`src/core/ssp_pkg.sv`:
```
// ssp_pkg: constants shared by the serial shift port design files
// assumes nothing beyond a SystemVerilog compiler
package ssp_pkg;
	// register offsets on the core data bus
	localparam logic [7:0] ADDR_ROUTE = 8'hDD;
	localparam logic [7:0] ADDR_DATA = 8'hE0;
	localparam logic [7:0] ADDR_RATE = 8'hE1;
	localparam logic [7:0] ADDR_MODE = 8'hE2;
	// reset values
	localparam logic [7:0] MODE_RESET = 8'h00;
	localparam logic [7:0] RATE_RESET = 8'h00;
	localparam logic [7:0] ROUTE_RESET = 8'h00;
	// mode control bit positions
	localparam int MODE_RUN = 7;
	localparam int MODE_IRQ_EN = 6;
	localparam int MODE_PHASE = 5;
	localparam int MODE_CLKSRC = 4;
	localparam int MODE_IN_EN = 3;
	localparam int MODE_START = 2;
	localparam int MODE_FILT_DIS = 1;
	localparam int MODE_POL = 0;
	// rate/frame register fields
	localparam int RATE_FLAG = 7;
	localparam int LEN_LSB = 3;
	localparam int LEN_W = 4;
	localparam int CD_W = 3;
	// base clock = core clock divided by 13
	localparam int BASE_DIV = 13;
	// shift state machine
	typedef enum logic [1:0] {
		SSP_IDLE = 2'b00,
		SSP_WAIT = 2'b01,
		SSP_SHIFT = 2'b10
	} ssp_state_e;
endpackage

```
`src/core/ssp_top.sv`:
```
// ssp_top: serial shift port with registers, master/slave shifting and filters
// assumes pins are synchronous to mclk_in; register port answers reads a cycle later
`timescale 1ns/1ps
module ssp_top (
	// clock and reset
	input wire logic mclk_in,
	input wire logic rstn_in,
	// register port
	input wire logic [7:0] addr_in,
	input wire logic [7:0] wdata_in,
	input wire logic wr_in,
	input wire logic rd_in,
	output logic [7:0] rdata_out,
	// serial pins
	input wire logic sin_in,
	input wire logic sck_in,
	output logic sck_out,
	output logic sck_oen_out,
	output logic sout_out,
	output logic sout_route_out,
	// interrupt sharing
	input wire logic port_irq_in,
	output logic irq_out
);
	logic [7:0] mode_reg; // transfer_mode_control
	logic [7:0] rate_reg; // rate_frame_flag
	logic route_reg; // output_route_control bit 0
	logic [7:0] data_reg; // serial_shift_data
	logic [7:0] rdata_reg;
	logic [3:0] cnt_reg; // bits shifted
	logic sck_reg; // master shift clock level
	logic sck_prev_reg; // previous effective clock level
	logic sin_prev_reg; // previous filtered input
	logic sout_reg;
	logic irq_pend_reg; // raw request pulse memory
	ssp_pkg::ssp_state_e state_reg;
	logic sin_f, sck_f, tick, eff_clk, lead, trail, cap, chg;
	logic master, in_bit, done, abort, start_ok, wr_mode, wr_rate;

	assign master = mode_reg[ssp_pkg::MODE_CLKSRC];
	assign wr_mode = wr_in && (addr_in == ssp_pkg::ADDR_MODE);
	assign wr_rate = wr_in && (addr_in == ssp_pkg::ADDR_RATE);

	// input noise filters
	ssp_filter u_fsin (
		.mclk_in(mclk_in),
		.rstn_in(rstn_in),
		.bypass_in(mode_reg[ssp_pkg::MODE_FILT_DIS]),
		.raw_in(sin_in),
		.clean_out(sin_f)
	);
	ssp_filter u_fsck (
		.mclk_in(mclk_in),
		.rstn_in(rstn_in),
		.bypass_in(mode_reg[ssp_pkg::MODE_FILT_DIS]),
		.raw_in(sck_in),
		.clean_out(sck_f)
	);

	// master clock generator; rate only used in master mode
	ssp_rate u_rate (
		.mclk_in(mclk_in),
		.rstn_in(rstn_in),
		.run_in((state_reg == ssp_pkg::SSP_SHIFT) && master),
		.code_in(rate_reg[ssp_pkg::CD_W-1:0]),
		.tick_out(tick)
	);

	// master toggles its clock each tick, idle at polarity level
	always_ff @(posedge mclk_in or negedge rstn_in) begin
		if (!rstn_in) begin
			sck_reg <= 1'b0;
		end else if (state_reg != ssp_pkg::SSP_SHIFT) begin
			// follow a polarity written with run so no false edge opens the frame
			sck_reg <= wr_mode ? wdata_in[ssp_pkg::MODE_POL] : mode_reg[ssp_pkg::MODE_POL];
		end else if (tick) begin
			sck_reg <= ~sck_reg;
		end
	end

	// effective clock normalised so idle level reads low
	assign eff_clk = (master ? sck_reg : sck_f) ^ mode_reg[ssp_pkg::MODE_POL];
	always_ff @(posedge mclk_in or negedge rstn_in) begin
		if (!rstn_in) begin
			sck_prev_reg <= 1'b0;
		end else begin
			sck_prev_reg <= eff_clk;
		end
	end
	assign lead = eff_clk && !sck_prev_reg && (state_reg == ssp_pkg::SSP_SHIFT);
	assign trail = !eff_clk && sck_prev_reg && (state_reg == ssp_pkg::SSP_SHIFT);
	// phase zero captures on leading, phase one on trailing edge
	assign cap = mode_reg[ssp_pkg::MODE_PHASE] ? trail : lead;
	assign chg = mode_reg[ssp_pkg::MODE_PHASE] ? lead : trail;
	assign in_bit = mode_reg[ssp_pkg::MODE_IN_EN] ? sin_f : 1'b0;
	assign done = cap && (cnt_reg + 4'h1 == rate_reg[ssp_pkg::LEN_LSB +: ssp_pkg::LEN_W]);
	assign abort = wr_mode && !wdata_in[ssp_pkg::MODE_RUN] && (state_reg != ssp_pkg::SSP_IDLE);

	// edge tracker for start-on-input
	always_ff @(posedge mclk_in or negedge rstn_in) begin
		if (!rstn_in) begin
			sin_prev_reg <= 1'b0;
		end else begin
			sin_prev_reg <= sin_f;
		end
	end
	// start when input rises, or already high when run arrives
	assign start_ok = !mode_reg[ssp_pkg::MODE_START] || (sin_f && !sin_prev_reg) || sin_f;

	// transfer sequencer
	always_ff @(posedge mclk_in or negedge rstn_in) begin
		if (!rstn_in) begin
			state_reg <= ssp_pkg::SSP_IDLE;
		end else begin
			unique case (state_reg)
				ssp_pkg::SSP_IDLE: begin
					if (wr_mode && wdata_in[ssp_pkg::MODE_RUN]) begin
						state_reg <= ssp_pkg::SSP_WAIT;
					end
				end
				ssp_pkg::SSP_WAIT: begin
					if (abort) begin
						state_reg <= ssp_pkg::SSP_IDLE;
					end else if (start_ok) begin
						state_reg <= ssp_pkg::SSP_SHIFT;
					end
				end
				ssp_pkg::SSP_SHIFT: begin
					// continues even if input falls
					if (abort || done) begin
						state_reg <= ssp_pkg::SSP_IDLE;
					end
				end
				default: state_reg <= ssp_pkg::SSP_IDLE;
			endcase
		end
	end

	// bit counter
	always_ff @(posedge mclk_in or negedge rstn_in) begin
		if (!rstn_in) begin
			cnt_reg <= 4'h0;
		end else if (state_reg != ssp_pkg::SSP_SHIFT) begin
			cnt_reg <= 4'h0;
		end else if (cap) begin
			cnt_reg <= cnt_reg + 4'h1;
		end
	end

	// mode register; hardware clears run at end of frame
	always_ff @(posedge mclk_in or negedge rstn_in) begin
		if (!rstn_in) begin
			mode_reg <= ssp_pkg::MODE_RESET;
		end else if (wr_mode) begin
			mode_reg <= wdata_in;
		end else if (done) begin
			mode_reg[ssp_pkg::MODE_RUN] <= 1'b0;
		end
	end

	// rate/frame register; flag set by hardware wins over clear
	always_ff @(posedge mclk_in or negedge rstn_in) begin
		if (!rstn_in) begin
			rate_reg <= ssp_pkg::RATE_RESET;
		end else begin
			if (wr_rate) begin
				rate_reg[6:0] <= wdata_in[6:0];
				if (!wdata_in[ssp_pkg::RATE_FLAG]) begin
					rate_reg[ssp_pkg::RATE_FLAG] <= 1'b0;
				end
			end
			if ((done || abort) && mode_reg[ssp_pkg::MODE_IRQ_EN]) begin
				rate_reg[ssp_pkg::RATE_FLAG] <= 1'b1;
			end
		end
	end

	// route register, write only
	always_ff @(posedge mclk_in or negedge rstn_in) begin
		if (!rstn_in) begin
			route_reg <= ssp_pkg::ROUTE_RESET[0];
		end else if (wr_in && addr_in == ssp_pkg::ADDR_ROUTE) begin
			route_reg <= wdata_in[0];
		end
	end

	// shift register: load by write, shift left on capture
	always_ff @(posedge mclk_in) begin
		if (wr_in && addr_in == ssp_pkg::ADDR_DATA) begin
			data_reg <= wdata_in;
		end else if (cap) begin
			data_reg <= {data_reg[6:0], in_bit};
		end
	end

	// serial output: phase zero shows top bit once loaded
	always_ff @(posedge mclk_in or negedge rstn_in) begin
		if (!rstn_in) begin
			sout_reg <= 1'b0;
		end else if (!mode_reg[ssp_pkg::MODE_PHASE] && state_reg != ssp_pkg::SSP_SHIFT) begin
			sout_reg <= data_reg[7];
		end else if (chg) begin
			// top bit is always the next one out; phase zero has already shifted
			sout_reg <= data_reg[7];
		end
	end

	// interrupt memory of the last request
	always_ff @(posedge mclk_in or negedge rstn_in) begin
		if (!rstn_in) begin
			irq_pend_reg <= 1'b0;
		end else begin
			irq_pend_reg <= rate_reg[ssp_pkg::RATE_FLAG];
		end
	end

	// read data, one cycle after the strobe
	always_ff @(posedge mclk_in or negedge rstn_in) begin
		if (!rstn_in) begin
			rdata_reg <= 8'h00;
		end else if (rd_in) begin
			unique case (addr_in)
				ssp_pkg::ADDR_DATA: rdata_reg <= data_reg;
				ssp_pkg::ADDR_RATE: rdata_reg <= rate_reg;
				ssp_pkg::ADDR_MODE: rdata_reg <= mode_reg;
				default: rdata_reg <= 8'h00;
			endcase
		end
	end

	assign rdata_out = rdata_reg;
	assign sck_out = sck_reg;
	assign sck_oen_out = !master;
	assign sout_out = sout_reg;
	assign sout_route_out = route_reg;
	// masked serial request shared with port request
	assign irq_out = (irq_pend_reg && mode_reg[ssp_pkg::MODE_IRQ_EN]) || port_irq_in;
endmodule

```
`src/core/ssp_filter.sv`:
```
// ssp_filter: two-sample glitch filter for one serial input
// assumes the input is already synchronous to mclk_in
`timescale 1ns/1ps
module ssp_filter (
	// clock and reset
	input wire logic mclk_in,
	input wire logic rstn_in,
	// control and data
	input wire logic bypass_in,
	input wire logic raw_in,
	output logic clean_out
);
	logic s1_reg; // previous sample
	logic held_reg; // filtered level

	// sample the raw input
	always_ff @(posedge mclk_in or negedge rstn_in) begin
		if (!rstn_in) begin
			s1_reg <= 1'b0;
		end else begin
			s1_reg <= raw_in;
		end
	end

	// accept a new level only after two agreeing samples
	always_ff @(posedge mclk_in or negedge rstn_in) begin
		if (!rstn_in) begin
			held_reg <= 1'b0;
		end else if (s1_reg == raw_in) begin
			held_reg <= raw_in;
		end
	end

	// bypass passes the raw level straight through
	assign clean_out = bypass_in ? raw_in : held_reg;
endmodule

```
`src/core/ssp_rate.sv`:
```
// ssp_rate: base clock divider (by 13) and rate divider for master mode
// assumes one clock; emits one-cycle ticks of the bit clock half periods
`timescale 1ns/1ps
module ssp_rate #(
	parameter int BASE = ssp_pkg::BASE_DIV
) (
	// clock and reset
	input wire logic mclk_in,
	input wire logic rstn_in,
	// control
	input wire logic run_in,
	input wire logic [2:0] code_in,
	// half-period tick of the shift clock
	output logic tick_out
);
	logic [3:0] base_reg; // divide-by-13 counter
	logic [7:0] rate_reg; // rate counter
	logic base_tick;
	logic [7:0] limit;

	// code to terminal count 0,1,3..63, 255: divide by 1,2,4..64, 256
	function automatic logic [7:0] rate_limit(input logic [2:0] c);
		if (c == 3'h7) begin
			rate_limit = 8'hFF;
		end else begin
			rate_limit = 8'((9'h001 << c) - 9'h001);
		end
	endfunction

	assign limit = rate_limit(code_in);
	assign base_tick = (base_reg == 4'(BASE - 1));

	// base divider, held cleared when idle
	always_ff @(posedge mclk_in or negedge rstn_in) begin
		if (!rstn_in) begin
			base_reg <= 4'h0;
		end else if (!run_in || base_tick) begin
			base_reg <= 4'h0;
		end else begin
			base_reg <= base_reg + 4'h1;
		end
	end

	// rate divider counts base ticks
	always_ff @(posedge mclk_in or negedge rstn_in) begin
		if (!rstn_in) begin
			rate_reg <= 8'h00;
		end else if (!run_in) begin
			rate_reg <= 8'h00;
		end else if (base_tick) begin
			rate_reg <= (rate_reg >= limit) ? 8'h00 : rate_reg + 8'h01;
		end
	end

	assign tick_out = base_tick && (rate_reg >= limit);
endmodule

```
`config.mk`:
```
export PLATFORM = sky130hd
export DESIGN_NAME = ssp_top
export DESIGN_NICKNAME = d
export VERILOG_FILES = /design/src/core/ssp_pkg.sv /design/src/core/ssp_top.sv /design/src/core/ssp_filter.sv /design/src/core/ssp_rate.sv
export SDC_FILE = /design/constraint.sdc
export NUM_CORES = 1
export LEC_CHECK = 0
export CORE_AREA = 4 4 68 117
export CTS_BUF_LIST = sky130_fd_sc_hd__clkbuf_16
export DETAILED_ROUTE_END_ITERATION = 8
export DIE_AREA = 0 0 72 121
export DONT_BUFFER_PORTS = 1
export PLACE_DENSITY = 0.71
export SLEW_MARGIN = 20
export SYNTH_ARGS = -nofsm -noshare
export SYNTH_HDL_FRONTEND = slang
export SYNTH_SLANG_ARGS = --single-unit
```
`constraint.sdc`:
```
create_clock -name mclk_in -period 2.6 [get_ports mclk_in]
set_input_delay 0.26 -clock mclk_in [delete_from_list [all_inputs] [get_ports mclk_in]]
set_output_delay 0.26 -clock mclk_in [all_outputs]
set_load 0.05 [all_outputs]
```
==> run_results.csv <==
group,metric,value,unit
finish,final_common_cell,"dfrtp_1",
global_routing,grt_pass1_wl,12.87,mm
sta,finalSetupViolCount,3,
status,status,"finished with violations",
setup_path,crit_slowest_cell,"a2111o_1",
routing,wl_per_cell,17.27,microns
sta,slew_headroom,57.24,%
routing,drcViolationCount,0,
clocking,h-tree-depth,3,
synthesis,syn_area,0.003346,sq mm
sta,finalCritPeriodShare,100.5,%
finish,area_delta_synth_final,19.48,%
finish,nets,383,
sta,worst_slack,-0.01428,ns
clocking,clkSlewWorstSetupHoldPaths,0.05,ns
routing,firstDrtPassIters,4,
global_routing,grt-ovfl-total,0,
power_and_ir_drop,max-vdd-ir-drop,0.0003219,V
sta,hold_ws,0.03386,ns
place,place_area,0.003542,sq mm
min_path,hold_path.class,"in2reg",
place,place_congestion,0.8509,
setup_path,required,2.87,ns
floorplanning,fp.dieH,121,microns
global_routing,grt_antenna_before_repair,0,
synthesis,synth-async-reset-ratio,86.44,%
synthesis,yosysSeqAreaShare,45.33,%
finish,register_area,0.001516,sq mm
synthesis,synth_area_per_cell,10.26,sq um
finish,drive_gt1_share,21.88,%
synthesis,syn-num-nets,362,
power_and_ir_drop,power_density,664.1,mW/mm^2
finish,nFillCells,616,
status,violations,"setup timing",
setup_path,cp_slowest_stage_delay,0.48,ns
sta,skew,0.006256,ns
sta,tightest_slew,0.6375,ns
synthesis,synth_edf_count,8,
setup_path,path_class,"reg2reg",
sta,fmax,382.5,MHz
floorplanning,start_util,47.26,%
setup_path,cp_common_cell,"ha_4",
run,max-cap-violations,0,
finish,antenna_cells,0,
sta,maxSlewViolCount,0,
routing,wirelength,7.565,mm
finish,mostFrequentLayoutCells,"51 x dfrtp_1, 28 x nand2_1, 20 x inv_1",
synthesis,ys_seq_elements,59,
floorplanning,num_rows,41,
sta,rsz0062_at_grt,"true",
setup_path,end_kind,"flip-flop",
setup_path,cp_max_fo,6,
floorplanning,io_pins,36,
setup_path,crit_path_start_kind,"flip-flop",
place,hpwlAfterDp,5.441,mm
setup_path,crit_path_cell_trace,"nor2_4 -> nand2_2 -> ha_4 -> nor2b_4 -> a21oi_2 -> ha_4 -> o21ai_4 -> nand2_1 -> a2111o_1 -> buf_6 -> a21oi_4 -> a221o_1",
routing,ant_nets,0,
floorplanning,core_area,0.007079,sq mm
clocking,clkLatencyLatePin,0.33,ns
clocking,cts_buffers,9,
clocking,cts-root-buf,"clkbuf_16",
floorplanning,die_w,72,microns
sta,min_period,2.614,ns
floorplanning,dieArea,0.008712,sq mm
synthesis,yosys_warnings,0,
place,place_ws,-0.1680,ns
clocking,cts_buffer_depth,2,
power_and_ir_drop,p_leak,1.750,nW
clocking,cts_tree,"done",
synthesis,ys.flop_type,"dfrtp_1",
sta,hold_viol_final,0,
synthesis,synth_cell_type_count,57,
routing,post_drt_via_cell_ratio,5.817,
global_routing,grt_max_degree,52,
clocking,clock_sinks,59,
finish,multiInputGateArea,0.001819,sq mm
finish,stdcell_area,0.003998,sq mm
global_routing,grt.total_usage,19.45,%
routing,drt_iter0_drc,119,
global_routing,grt_pass1_vias,2620,
synthesis,syn_inst,326,
routing,via_count,2548,
finish,layout.cells.non_filler,438,
place,place_inst,414,
place,place.port_buffers,0,
setup_path,cp.arrival,2.88,ns
-- Yosys cell counts, drive strengths merged, types with 6 or more instances --
| master | count | area (sq um) |
|---|---|---|
| inv | 19 | 71.32 |
| edfxtp | 8 | 240.2 |
| dfrtp | 51 | 1276 |
| mux2 | 21 | 262.8 |
| mux2i | 10 | 100.1 |
| nor2b | 6 | 37.54 |
| nand2 | 30 | 112.6 |
| o21ai | 16 | 83.83 |
| o22ai | 9 | 56.30 |
| nand2b | 6 | 37.54 |
| ha | 13 | 162.7 |
| nor2 | 17 | 63.81 |
| clkbuf | 10 | 37.54 |
| nand3 | 12 | 60.06 |
| a21oi | 19 | 95.09 |
-- worst paths after layout --
check | depth (start not counted) | from | slack, ns | end
setup / recovery | 12 | rate_reg[1]$_DFFE_PN0P_ | -0.01 | u_rate.rate_reg[6]$_DFFE_PN0N_
hold / removal | 1 | rd_in | 0.03 | rdata_out[0]$_DFFE_PN0P_
hold reg to reg | 0 | rate_reg[7]$_DFFE_PN0P_ | 0.44 | irq_pend_reg$_DFF_PN0_
min in group asynchronous | 2 | rstn_in | 0.45 | u_rate.rate_reg[5]$_DFFE_PN0N_
setup reg to reg | 12 | rate_reg[1]$_DFFE_PN0P_ | -0.01 | u_rate.rate_reg[6]$_DFFE_PN0N_
max in group asynchronous | 2 | rstn_in | 1.89 | u_rate.rate_reg[4]$_DFFE_PN0N_
-- layout make-up --
class                           count  area share (%)
Multi-Input combinational cell    235           45.51
Clock inverter                      7           1.346
Clock buffer                        9           5.634
Inverter                           19           1.784
Tap cell                           86           2.692
Sequential cell                    59           37.93
Timing Repair Buffer               23           5.102
-- routing by layer --
metal | vias up | track usage (%) | wire length [microns]
met1 | 1236 | 20.81 | 2848
met3 | 18 | 5.556 | 425
met5 | - | 0 | 0
met4 | 0 | 9.294 | 213
met2 | 68 | 34.33 | 4077
li1 | 1226 | - | -
-- where the power goes --
part	internal, mW	switching (mW)	leakage (nW)
logic	0.193	0.276	0.851
registers	0.997	0.0808	0.754
clock network	0.720	0.387	0.144
-- logic make-up (layout without fill, tap and decap cells) --
kind of cell	Yosys count	after routing	share of synthesized area, %
AO/OA/AOI/OAI	76	76	15.56
XOR/XNOR	9	9	2.356
adder cells (fa/ha/maj)	15	15	5.460
buffers and inverters	32	58	3.964
flip-flops	59	59	45.33
multiplexers	31	31	10.85
AND/OR/NAND/NOR	104	104	16.49
-- worst max-delay path, delay by kind of cell, from the launching register on --
family	cells	cell delay (ns)
AO/OA/AOI/OAI	5	1.15
adder cells (fa/ha/maj)	2	0.40
buffers and inverters	1	0.17
flip-flops	1	0.40
AND/OR/NAND/NOR	4	0.42
-- per-stage QoR --
stage / TNS [ns] / utilization (%) / total power, mW
global placement: -0.1547 / 50.04 / 1.488
global route: -1.200 / 56.47 / 2.780
CTS: 0 / 55.83 / 2.661
finish: -0.03148 / 56.47 / 2.655
floorplan: -0.003863 / - / 1.396
detailed placement: -0.6900 / 50.04 / 1.500
-- what timing repair did --
item	CTS	global route
hold endpoints to repair	53	0
resized for setup	12	6
hold buffers	4	0
gates cloned	0	0
setup buffers	3	1
endpoints found under the setup margin	8	9
pin swaps	10	9
Note: power is estimated with default switching activity, not from simulation.
